$ cat src/pkg/flash_seq_consts.vh
// Notes on behaviour
// Host keeps output enable high while write and chip enable are both low.
// After protect code, sector number sits on sector_select_lines at each write strobe.
// Unwritten bytes of a programmed sector become undefined.
// Device re-protects itself after each program cycle.
// Host writes all 256 bytes of the sector every program.
// Host starts each byte load within 150 us of the previous one.
// Device flips toggle bit on each read strobe while programming.
// Host detects completion only when toggle bit stops changing, any polarity.
// Host keeps the polling address constant across polling reads.
// Identification entry writes AA, then 55, then 90.
// Entry bytes go to 5555, 2AAA, 5555; then wait 20 ms before reading.
// In identification mode A0 low gives maker code, A0 high part code.
// Device leaves identification mode on power loss.
// Exit sequence returns the device to normal array reads.
// Command addresses use A14..A0 and data lines, in hex.
// Lockout sequence with upper selection permanently locks the upper boot block.
// In id mode 00002 and 7FFF2 report boot lock: FE open, FF locked.
// Chip erase is refused if either boot block is locked.
// Host starts nothing new until polling shows the program cycle ended.
// Device ignores non-matching command sequences and stays in its mode.
`ifndef FLASH_SEQ_CONSTS_VH
`define FLASH_SEQ_CONSTS_VH

// Command words
`define CMD_ADDR_A        19'h05555
`define CMD_ADDR_B        19'h02AAA
`define CMD_UNLOCK_1      8'hAA
`define CMD_UNLOCK_2      8'h55
`define CMD_PROTECT       8'hA0
`define CMD_ID_ENTER      8'h90
`define CMD_ID_EXIT       8'hF0
`define CMD_LOCKOUT       8'h80
`define CMD_LOCK_CONFIRM  8'h40
`define LOCK_UPPER_ADDR   19'h7FFFF
`define LOCK_UPPER_DATA   8'h00
`define ID_LOW_BOOT_ADDR  19'h00002
`define ID_UP_BOOT_ADDR   19'h7FFF2
`define SECTOR_BYTES      9'h100

// Timing, figures in their own units, counts at 125 MHz
`define CLK_NS            8
`define STROBE_NS         200
`define STROBE_CYC        ((`STROBE_NS + `CLK_NS - 1) / `CLK_NS)
`define ACCESS_NS         200
`define ACCESS_CYC        ((`ACCESS_NS + 50 + `CLK_NS - 1) / `CLK_NS)
`define BLC_US            150
`define BLC_CYC           ((`BLC_US * 1000) / `CLK_NS)
`define ID_WAIT_MS        20
`define ID_WAIT_CYC       ((`ID_WAIT_MS * 1000000) / `CLK_NS)

`endif

$ cat src/rtl/sector_byte_buffer.v
`timescale 1ns/10ps
// 256 x 8 sector image; read data registered
module sector_byte_buffer
(
   // Clock
   input  wire       i_sys_clk,
   // Write side
   input  wire       i_wr_en,
   input  wire [7:0] i_wr_addr,
   input  wire [7:0] i_wr_data,
   // Read side
   input  wire [7:0] i_rd_addr,
   output reg  [7:0] o_rd_data
);

   reg [7:0] mem [0:255];

   always @(posedge i_sys_clk)
   begin
      if (i_wr_en)
         mem[i_wr_addr] <= i_wr_data;
      o_rd_data <= mem[i_rd_addr];
   end

endmodule // sector_byte_buffer

$ cat src/rtl/sector_flash_program_and_id_sequencer.v
`timescale 1ns/10ps
`include "flash_seq_consts.vh"
module sector_flash_program_and_id_sequencer
#(
   parameter BLC_CYC     = `BLC_CYC,
   parameter ID_WAIT_CYC = `ID_WAIT_CYC
)
(
   // Clock and reset
   input  wire        i_sys_clk,
   input  wire        i_srst,
   // User command port
   input  wire [2:0]  i_cmd,
   input  wire        i_cmd_valid,
   input  wire [10:0] i_sector,
   input  wire [18:0] i_addr,
   output reg         o_busy,
   output reg         o_done,
   output reg  [7:0]  o_rdata,
   // Sector image fill
   input  wire        i_fill_en,
   input  wire [7:0]  i_fill_addr,
   input  wire [7:0]  i_fill_data,
   // Flash pins
   output reg         o_ce_n,
   output reg         o_oe_n,
   output reg         o_we_n,
   output reg  [18:0] o_flash_addr,
   output reg  [7:0]  o_dq_out,
   output reg         o_dq_oe_n,
   input  wire [7:0]  i_dq_in
);

   // Commands: 0 read, 1 program sector, 2 id enter, 3 id exit, 4 lock upper
   localparam C_READ = 3'h0, C_PROG = 3'h1, C_IDIN = 3'h2, C_IDOUT = 3'h3, C_LOCK = 3'h4;

   localparam S_IDLE  = 4'h0, S_WLOW = 4'h1, S_WHIGH = 4'h2, S_NEXT = 4'h3;
   localparam S_RLOW  = 4'h4, S_RDONE = 4'h5, S_POLL = 4'h6, S_PGAP = 4'h7;
   localparam S_WAIT  = 4'h8, S_FIN  = 4'h9, S_FETCH = 4'hA;

   //****************************************************************
   // Pin synchroniser
   //****************************************************************
   reg [7:0] dq_meta_q;
   reg [7:0] dq_sync_q;
   always @(posedge i_sys_clk)
   begin
      dq_meta_q <= i_dq_in;
      dq_sync_q <= dq_meta_q;
   end

   //****************************************************************
   // Command step table
   //****************************************************************
   // Unlock steps are shared; the third step word picks the command
   function [26:0] cmd_step;
      input [2:0] cmd;
      input [2:0] idx;
      begin
         case (idx)
            3'h0: cmd_step = {`CMD_ADDR_A, `CMD_UNLOCK_1};
            3'h1: cmd_step = {`CMD_ADDR_B, `CMD_UNLOCK_2};
            3'h2:
               case (cmd)
                  C_IDIN:  cmd_step = {`CMD_ADDR_A, `CMD_ID_ENTER};
                  C_IDOUT: cmd_step = {`CMD_ADDR_A, `CMD_ID_EXIT};
                  C_LOCK:  cmd_step = {`CMD_ADDR_A, `CMD_LOCKOUT};
                  default: cmd_step = {`CMD_ADDR_A, `CMD_PROTECT};
               endcase
            3'h3: cmd_step = {`CMD_ADDR_A, `CMD_UNLOCK_1};
            3'h4: cmd_step = {`CMD_ADDR_B, `CMD_UNLOCK_2};
            3'h5: cmd_step = {`CMD_ADDR_A, `CMD_LOCK_CONFIRM};
            default: cmd_step = {`LOCK_UPPER_ADDR, `LOCK_UPPER_DATA};
         endcase
      end
   endfunction

   function [2:0] cmd_len;
      input [2:0] cmd;
      begin
         cmd_len = (cmd == C_LOCK) ? 3'h7 : 3'h3;
      end
   endfunction

   //****************************************************************
   // Sequencer
   //****************************************************************
   reg [3:0]  state_q;
   reg [2:0]  cmd_q;
   reg [2:0]  step_q;
   reg [8:0]  byte_q;
   reg [10:0] sector_q;
   reg [18:0] addr_q;
   reg [31:0] cnt_q;
   reg [7:0]  last_dq_q;
   reg [1:0]  stable_q;
   reg        loading_q;
   wire [7:0] buf_rd;
   wire [26:0] step_w = cmd_step(cmd_q, step_q);

   sector_byte_buffer u_buf
   (
      .i_sys_clk (i_sys_clk),
      .i_wr_en   (i_fill_en & ~o_busy),
      .i_wr_addr (i_fill_addr),
      .i_wr_data (i_fill_data),
      .i_rd_addr (byte_q[7:0]),
      .o_rd_data (buf_rd)
   );

   always @(posedge i_sys_clk)
   begin
      if (i_srst)
      begin
         state_q   <= S_IDLE;
         cmd_q     <= 3'h0;
         step_q    <= 3'h0;
         byte_q    <= 9'h000;
         sector_q  <= 11'h000;
         addr_q    <= 19'h00000;
         cnt_q     <= 32'h0;
         last_dq_q <= 8'h00;
         stable_q  <= 2'h0;
         loading_q <= 1'b0;
         o_busy    <= 1'b0;
         o_done    <= 1'b0;
         o_rdata   <= 8'h00;
         o_ce_n    <= 1'b1;
         o_oe_n    <= 1'b1;
         o_we_n    <= 1'b1;
         o_flash_addr <= 19'h00000;
         o_dq_out  <= 8'h00;
         o_dq_oe_n <= 1'b1;
      end
      else
      begin
         o_done <= 1'b0;
         case (state_q)
            S_IDLE:
               if (i_cmd_valid)
               begin
                  o_busy    <= 1'b1;
                  cmd_q     <= i_cmd;
                  sector_q  <= i_sector;
                  addr_q    <= i_addr;
                  step_q    <= 3'h0;
                  byte_q    <= 9'h000;
                  loading_q <= 1'b0;
                  cnt_q     <= 32'h0;
                  state_q   <= (i_cmd == C_READ) ? S_RLOW : S_WLOW;
               end
            S_WLOW:
            begin
               // Output enable stays high for every write strobe
               o_oe_n <= 1'b1;
               if (loading_q)
               begin
                  o_flash_addr <= {sector_q, byte_q[7:0]};
                  o_dq_out     <= buf_rd;
               end
               else
               begin
                  o_flash_addr <= step_w[26:8];
                  o_dq_out     <= step_w[7:0];
               end
               o_dq_oe_n <= 1'b0;
               o_ce_n    <= 1'b0;
               o_we_n    <= 1'b0;
               cnt_q     <= 32'h0;
               state_q   <= S_WHIGH;
            end
            S_WHIGH:
            begin
               cnt_q <= cnt_q + 32'h1;
               if (cnt_q == `STROBE_CYC)
               begin
                  o_we_n <= 1'b1;
                  o_ce_n <= 1'b1;
               end
               else if (cnt_q == 2 * `STROBE_CYC)
               begin
                  o_dq_oe_n <= 1'b1;
                  state_q   <= S_NEXT;
               end
            end
            S_NEXT:
               if (loading_q)
               begin
                  // Whole sector is loaded, well inside the byte spacing
                  if (byte_q == `SECTOR_BYTES - 9'h001)
                  begin
                     cnt_q    <= 32'h0;
                     stable_q <= 2'h0;
                     state_q  <= S_RLOW;
                  end
                  else
                  begin
                     byte_q  <= byte_q + 9'h001;
                     state_q <= S_FETCH;
                  end
               end
               else if (step_q == cmd_len(cmd_q) - 3'h1)
               begin
                  if (cmd_q == C_PROG)
                  begin
                     loading_q <= 1'b1;
                     state_q   <= S_FETCH;
                  end
                  else if (cmd_q == C_IDIN)
                  begin
                     cnt_q   <= 32'h0;
                     state_q <= S_WAIT;
                  end
                  else
                     state_q <= S_FIN;
               end
               else
               begin
                  step_q  <= step_q + 3'h1;
                  state_q <= S_WLOW;
               end
            S_FETCH:
               state_q <= S_WLOW; // Buffer read data settles in this cycle
            S_RLOW:
            begin
               // Polling reads use the fixed last address
               o_flash_addr <= loading_q ? {sector_q, 8'hFF} : addr_q;
               o_ce_n    <= 1'b0;
               o_oe_n    <= 1'b0;
               o_we_n    <= 1'b1;
               o_dq_oe_n <= 1'b1;
               cnt_q     <= cnt_q + 32'h1;
               if (cnt_q == `ACCESS_CYC)
                  state_q <= S_RDONE;
            end
            S_RDONE:
            begin
               o_ce_n <= 1'b1;
               o_oe_n <= 1'b1;
               cnt_q  <= 32'h0;
               if (loading_q)
                  state_q <= S_POLL;
               else
               begin
                  o_rdata <= dq_sync_q;
                  state_q <= S_FIN;
               end
            end
            S_POLL:
            begin
               last_dq_q <= dq_sync_q;
               // Done only when the toggle bit stops moving, any level
               if (stable_q != 2'h0 && dq_sync_q[6] == last_dq_q[6])
               begin
                  o_rdata <= dq_sync_q;
                  state_q <= S_FIN;
               end
               else
               begin
                  stable_q <= 2'h1;
                  state_q  <= S_PGAP;
               end
            end
            S_PGAP:
            begin
               // High gap between polls meets the output enable pulse minimum
               cnt_q <= cnt_q + 32'h1;
               if (cnt_q == `STROBE_CYC)
               begin
                  cnt_q   <= 32'h0;
                  state_q <= S_RLOW;
               end
            end
            S_WAIT:
            begin
               cnt_q <= cnt_q + 32'h1;
               if (cnt_q == ID_WAIT_CYC - 1)
                  state_q <= S_FIN;
            end
            S_FIN:
            begin
               o_busy  <= 1'b0;
               o_done  <= 1'b1;
               state_q <= S_IDLE;
            end
            default:
               state_q <= S_IDLE;
         endcase
      end
   end

endmodule // sector_flash_program_and_id_sequencer

$ cat config.mk
export PLATFORM = sky130hd
export DESIGN_NAME = sector_flash_program_and_id_sequencer
export DESIGN_NICKNAME = d
export VERILOG_FILES = /design/src/rtl/sector_byte_buffer.v /design/src/rtl/sector_flash_program_and_id_sequencer.v
export VERILOG_INCLUDE_DIRS = /design/src /design/src/pkg
export SDC_FILE = /design/constraint.sdc
export NUM_CORES = 2
export LEC_CHECK = 0
export ABC_AREA = 0
export BUFFER_PORTS_ARGS = -buffer_cell sky130_fd_sc_hd__buf_2
export CORE_UTILIZATION = 35
export CTS_BUF_LIST = sky130_fd_sc_hd__clkbuf_2
export CTS_CLUSTER_DIAMETER = 40
export CTS_CLUSTER_SIZE = 24
export DETAILED_ROUTE_END_ITERATION = 7
export MAX_ROUTING_LAYER = met4
export SLEW_MARGIN = 20
export SYNTH_ARGS = -nofsm -noshare
export SYNTH_HDL_FRONTEND = slang
export SYNTH_SLANG_ARGS = --single-unit
$ cat constraint.sdc
create_clock -name i_sys_clk -period 2.9 [get_ports i_sys_clk]
set_input_delay 0.29 -clock i_sys_clk [delete_from_list [all_inputs] [get_ports i_sys_clk]]
set_output_delay 0.29 -clock i_sys_clk [all_outputs]
set_load 0.03 [all_outputs]
# After elaboration in Yosys (flattened, before gate mapping)
# Memory sizes are Yosys's and may differ from the RTL's. A register that Yosys moved wholly into a read port is not among the register bits.
# Index checks and enable logic that the tools add are counted.
[word_totals]
ram_bits = 2048
elab_cells = 166
memories = 1
ff_bits = 148
[op_classes]
n_reduce_logical = 31
mux = 62
addsub = 4
bitwise = 2
n_eq_ne = 45
[memory_table]
columns = ["name", "depth", "word_bits", "read_ports", "rd_clocked_by_memory_dff", "write_ports", "line", "text"]
rows = [
  ["u_buf.mem", 256, 8, 1, 1, 1, "sector_byte_buffer.v:16", "reg [7:0] mem [0:255];"],
]
[op_table]
columns = ["operator", "count"]
rows = [
  ["32-bit two-way mux", 7],
  ["32-bit case mux with 5 select lines", 1],
  ["27-bit case mux with 4 select lines", 1],
  ["32-bit by 6-bit equality test with 1-bit output (second input constant)", 2],
  ["4-bit two-way mux", 11],
  ["4-bit case mux with 10 select lines", 1],
  ["19-bit two-way mux", 2],
  ["19-bit case mux with 2 select lines", 1],
  ["32-bit by 1-bit adder with 32-bit output (second input constant)", 1],
  ["32-bit by 22-bit equality test with 1-bit output (second input constant)", 1],
  ["32-bit by 5-bit equality test with 1-bit output (second input constant)", 1],
  ["2-bit != test (second input constant)", 15],
  ["9-bit two-way mux", 3],
  ["8-bit two-way mux", 3],
  ["7-bit case mux with 3 select lines", 1],
  ["9-bit case mux with 2 select lines", 1],
  ["4-bit by 3-bit equality test with 1-bit output (second input constant)", 4],
  ["8-bit case mux with 2 select lines", 1],
  ["3-bit two-way mux", 5],
  ["2-bit nonzero test", 7],
  ["3-bit by 2-bit equality test with 1-bit output (second input constant)", 4],
  ["4-bit equality test (second input constant)", 3],
  ["1-bit two-way mux", 12],
  ["3-bit != test (second input constant)", 4],
  ["other kinds (28)", 52],
]

# Logic depth before layout (Yosys ltp)
[depth]
ltp_word = 7
mapped_depth = 15
ltp_nobuf = 11

# Modules after synthesis
# From an unflattened synthesis, not the netlist that was laid out.
[unflattened]
cells_unflattened = 4493
hier_area_um2 = 85826.1
[modules_own_cells]
columns = ["module", "n_inst", "area_per_inst_um2", "cells_each"]
rows = [
  ["sector_byte_buffer", 1, 79556.3, 3733],
  ["sector_flash_program_and_id_sequencer", 1, 6269.8, 760],
]

# Worst setup path before layout
# OpenSTA, ideal clock, no wires.
[synth_path]
path_type = "flip-flop to flip-flop"
start = "reg byte_q[2]"
end = "reg cnt_q[0]"
n_path_buf = 5
t_arrival_ns = 2.827
path_slack_ns = -0.054
setup_time_ns = 0.128
path_stages_with_launch = 16
required_ns = 2.772
period_less_slack_ns = 2.954
cell_sequence = "dfxtp_1 -> buf_2 -> and2_1 -> clkbuf_1 -> clkbuf_1 -> nand4_1 -> nor2_1 -> ha_1 -> nand2_1 -> o311ai_1 -> and3_1 -> clkbuf_1 -> o21ai_0 -> o21ai_1 -> clkbuf_1 -> nor2_1"
[synth_via]
elab_chain_len = 3
[synth_lines]
columns = ["item", "line", "text"]
rows = [
  ["start: declaration", "sector_flash_program_and_id_sequencer.v:91", "reg [8:0] byte_q;"],
  ["start signal: assignment", "sector_flash_program_and_id_sequencer.v:198", "byte_q <= byte_q + 9'h001;"],
  ["9-bit by 8-bit equality test with 1-bit output", "sector_flash_program_and_id_sequencer.v:190", "if (byte_q == `SECTOR_BYTES - 9'h001)"],
  ["3-bit != test (no line)", "-", ""],
  ["6-bit AND reduction (no line)", "-", ""],
  ["end signal: assignment", "sector_flash_program_and_id_sequencer.v:174", "cnt_q <= cnt_q + 32'h1;"],
  ["end signal: assignment", "sector_flash_program_and_id_sequencer.v:232", "cnt_q <= cnt_q + 32'h1;"],
  ["end signal: assignment", "sector_flash_program_and_id_sequencer.v:267", "cnt_q <= cnt_q + 32'h1;"],
  ["end: declaration", "sector_flash_program_and_id_sequencer.v:94", "reg [31:0] cnt_q;"],
]
# Every way passes these cells.
# A chain may end at the register's enable or synchronous reset.

==> summary.md <==
The area added between synthesis and finish came out at 18.5%. Setup repair after global routing could not meet its margin everywhere. The number of DRC markers after the initial detailed-route iteration was 5594; the filler cell count was 21400. The leading register cell type out of synthesis was sky130_fd_sc_hd__edfxtp_1. The clock reaches the later pin of the worst-skew pair after 1.88 ns.

STA puts the critical path data required time at 4.69 ns. The worst setup path is captured at a register. The tools report the number of global-route vias before repair as 47500.

Cell area after placement: 93900 um^2. After clock tree synthesis, the clock-pin slew on the worst setup and hold paths is 0.24 ns. Yosys attributes the largest share of cell area to sky130_fd_sc_hd__edfxtp_1, sky130_fd_sc_hd__mux4_2, sky130_fd_sc_hd__dfxtp_1. The netlist uses 65 different library cells. Dividing the detail-routed via count by the number of cells gives 5.34. The core utilization of the finished layout was 41.7%. The biggest area contributor in the post-synthesis netlist is sky130_fd_sc_hd__edfxtp_1. The run gives 246000 um^2 as the total die area.

The register bit count reported by yosys was 2197. The run finished, with violations left. The run gives 243000 um^2 as the area of the core.

After routing the design area is 101000 um^2. The worst path uses 100% of the clock period. Detailed routing inserted a total of 47400 vias.

A synthesized cell averages 19.2 um^2. The total overflow reported by the global router was 0. The logs give 14.9% for the worst slew margin relative to its limit and 225000 um for the final wirelength. For hold timing, the worst endpoint is addr_q[6]$_SDFFE_PP0P_. The setup check on the worst reg-to-reg path leaves a slack of -0.002 ns. The library cell used most frequently in the layout, excluding fill and tap cells, is sky130_fd_sc_hd__edfxtp_1.

The tools report the cell chosen for the clock root as sky130_fd_sc_hd__clkbuf_2. The largest net degree at the start of global routing is 117, and the layout cell share with drive strength beyond 1 is 32.6%. The actual transition at the worst max-transition pin is 1.28 ns. Summed over all cells, the static leakage comes to 31.9 nW.

The library cells used most frequently in the layout, excluding fill and tap cells, are sky130_fd_sc_hd__edfxtp_1, sky130_fd_sc_hd__buf_4, sky130_fd_sc_hd__mux4_2. Dividing the detail-routed wire length by the instance count gives 25.4 um. The least setup slack across all paths after layout is -0.00224 ns.

Counting flops with a built-in enable in the synthesized netlist gives 2048. The number of failing setup endpoints in the final timing report is 1. Global routing used 18.7% of the available tracks.

The first detailed-routing pass took 6 iterations. Counting I/O delays and the setup requirement, the final critical path takes 2.90 ns. After legalization and detailed placement, the total HPWL measured 139000 um. TritonCTS built the clock tree.

The initial utilization of the core area, before any placement, comes to 35.2%. The kind of start point of the critical path was a register. Die span in y: 496 um. The final reports fail on negative setup slack. The tools report the synthesized area as 85500 um^2.

The number of buffers inserted by port buffering was 101; the data arrival at the endpoint of the critical path was 4.69 ns. The post-detailed-route count of antenna-violating nets was 0. The wire length of the first global-routing pass is 326000 um.

Based on the critical path, the design can be clocked at up to 0.345 GHz. The post-route worst hold slack came out at 0.277 ns. The number of top-level design ports was 102; the overall power consumption was 58.3 mW. The number of max-slew violations in the final report came out at 0. OpenSTA, run right after detailed placement, puts the worst setup slack at -0.312 ns. The tools report the worst hold path startpoint as i_addr[6]. The worst reg2reg path endpoint is u_buf.o_rd_data[0]$_DFF_P_. The maximum net fanout on the critical path came out at 9. In this run the deepest clock path goes through 4 buffers.

For this design the ratio of total power to cell area is 576 nW/um^2. The tools report the count of warnings emitted by yosys as 0. The worst register-to-register path begins at byte_q[0]$_SDFFE_PP0P_.

Synthesis produced 4457 cells. Summed over its instances, the top area cell type makes up 72.0% of the synthesized netlist area. The initial antenna violation count is 16, and the final worst clock skew is 0.180 ns.

The number of sinks driven by the clock tree was 2197; the peak supply drop was 0.342 mV. The final number of hold-violating endpoints is 0. The number of nets in the synthesized netlist is 4529, and the number of placed instances with taps included is 8079. For this run, the post-layout net count is 5499. The run gives -0.00224 ns as the sum of negative setup slack. The number of clock buffers added by TritonCTS is 313. The run gives 8881 as the number of cells in the finished layout apart from fillers.

The worst setup path is of the register to register kind. The tightest min-delay check is of the primary input to register type. For this run, design rule violations remaining after detail routing come to 0. The proportion of synthesized chip area in sequential cells is 75.5%, and the count of H-tree levels built during CTS is 5.

In this run the horizontal extent of the chip is 496 um. Depth of the most critical reg-to-reg path: 10. The cell count of the worst hold path was 6; the final weighted congestion in routability-driven placement was 0.864. Fraction of registers with async set/reset: 0%.

Max-cap violations in this run came to 0. The floorplan has 181 rows.
## logic make-up (layout without fill, tap and decap cells)
logic type	after synthesis	count (layout)	synth area share [%]
flip-flops	2197	2197	75.5
AND/OR/NAND/NOR	753	753	3.86
multiplexers	636	636	14.3
AO/OA/AOI/OAI	537	537	4.19
buffers and inverters	293	1503	1.78
XOR/XNOR	30	30	0.307
adder cells (fa/ha/maj)	11	11	0.161
other	0	12	0
## synth_stat cells (21+ instances only)
cell	n
sky130_fd_sc_hd__a21oi_1	180
sky130_fd_sc_hd__nand2_1	154
sky130_fd_sc_hd__nand3_1	38
sky130_fd_sc_hd__mux4_2	464
sky130_fd_sc_hd__a221oi_1	28
sky130_fd_sc_hd__nor3_1	31
sky130_fd_sc_hd__buf_2	52
sky130_fd_sc_hd__edfxtp_1	2048
sky130_fd_sc_hd__a211oi_1	21
sky130_fd_sc_hd__dfxtp_1	149
sky130_fd_sc_hd__clkbuf_1	140
sky130_fd_sc_hd__mux2i_1	167
sky130_fd_sc_hd__buf_6	32
sky130_fd_sc_hd__o21ai_0	51
sky130_fd_sc_hd__a22oi_1	71
sky130_fd_sc_hd__nor2_1	394
sky130_fd_sc_hd__o221ai_1	48
sky130_fd_sc_hd__nor2b_1	21
sky130_fd_sc_hd__o22ai_1	42
sky130_fd_sc_hd__inv_1	21
sky130_fd_sc_hd__buf_4	24
sky130_fd_sc_hd__buf_1	21
## layer usage
| layer | share of wire (%) | up-vias | GRT usage, % |
|---|---|---|---|
| met2 | 48 | 2017 | 29.2 |
| met1 | 42 | 24800 | 25.0 |
| li1 | - | 20300 | - |
| met5 | 0 | - | - |
| met3 | 8.3 | 362 | 3.67 |
| met4 | 2.2 | 0 | 4.82 |
## state kept, by name (all words and copies together), names as in the netlist, 3 cells and up
register / flops
dq_meta_q: 8
o_dq_out: 8
sector_q: 11
addr_q: 19
step_q: 3
cmd_q: 3
cnt_q: 32
byte_q: 9
u_buf.o_rd_data: 8
u_buf.mem: 2048
state_q: 4
o_flash_addr: 19
o_rdata: 8
dq_sync_q: 8
## timing repair
action	in CTS	in global routing
endpoints found under the setup margin	48	43
endpoints found under the hold margin	4229	0
cloned	5	0
pin swaps	4	10
buffers inserted	27	7
resized for setup	157	31
hold buffers	197	0
## critical path, cell delays in order, from the launching register on
cell                      delay, ns
sky130_fd_sc_hd__dfxtp_4       0.41
sky130_fd_sc_hd__buf_12        0.15
sky130_fd_sc_hd__buf_12        0.15
sky130_fd_sc_hd__buf_16        0.15
sky130_fd_sc_hd__mux4_2        0.53
sky130_fd_sc_hd__mux4_2        0.54
sky130_fd_sc_hd__a211o_1       0.32
sky130_fd_sc_hd__a21oi_2       0.14
sky130_fd_sc_hd__buf_4         0.16
sky130_fd_sc_hd__a31oi_1       0.10
sky130_fd_sc_hd__and3_1        0.21
## where the power goes
group          switching [mW]  leakage (nW)  internal (mW)
Clock                    12.6          2.57           6.98
Sequential              0.273          19.6           35.0
Combinational            2.21          9.68           1.29
Total                    15.1          31.9           43.2
## worst max-delay path by stage
stage | from | to | slack [ns] | cells past startpoint
finish | byte_q[0]$_SDFFE_PP0P_ | u_buf.o_rd_data[0]$_DFF_P_ | -0.002 | 10
global placement | byte_q[0]$_SDFFE_PP0P_ | u_buf.o_rd_data[7]$_DFF_P_ | -0.40 | 8
global route | byte_q[0]$_SDFFE_PP0P_ | u_buf.o_rd_data[0]$_DFF_P_ | -0.05 | 10
CTS | o_flash_addr[4]$_SDFFE_PP0N_ | o_flash_addr[4] | -0.06 | 1
detailed placement | byte_q[0]$_SDFFE_PP0P_ | u_buf.o_rd_data[0]$_DFF_P_ | -0.31 | 9
floorplan | byte_q[2]$_SDFFE_PP0P_ | cnt_q[0]$_SDFFE_PP0P_ | -0.05 | 15
## layout make-up
cell class              instances  area, um^2  share of cell area, %
flip-flops and latches       2197       64500                   63.8
multi-input cells            1967       19800                   19.5
repair buffers                926        8660                   8.55
well taps                    3202        4010                   3.96
clock inverters               223        2490                   2.46
clock buffers                 332        1660                   1.64
inverters                      22        82.6                 0.0816
diodes                         12        30.0                 0.0297
No activity file was read; power rests on OpenSTA's default activity.
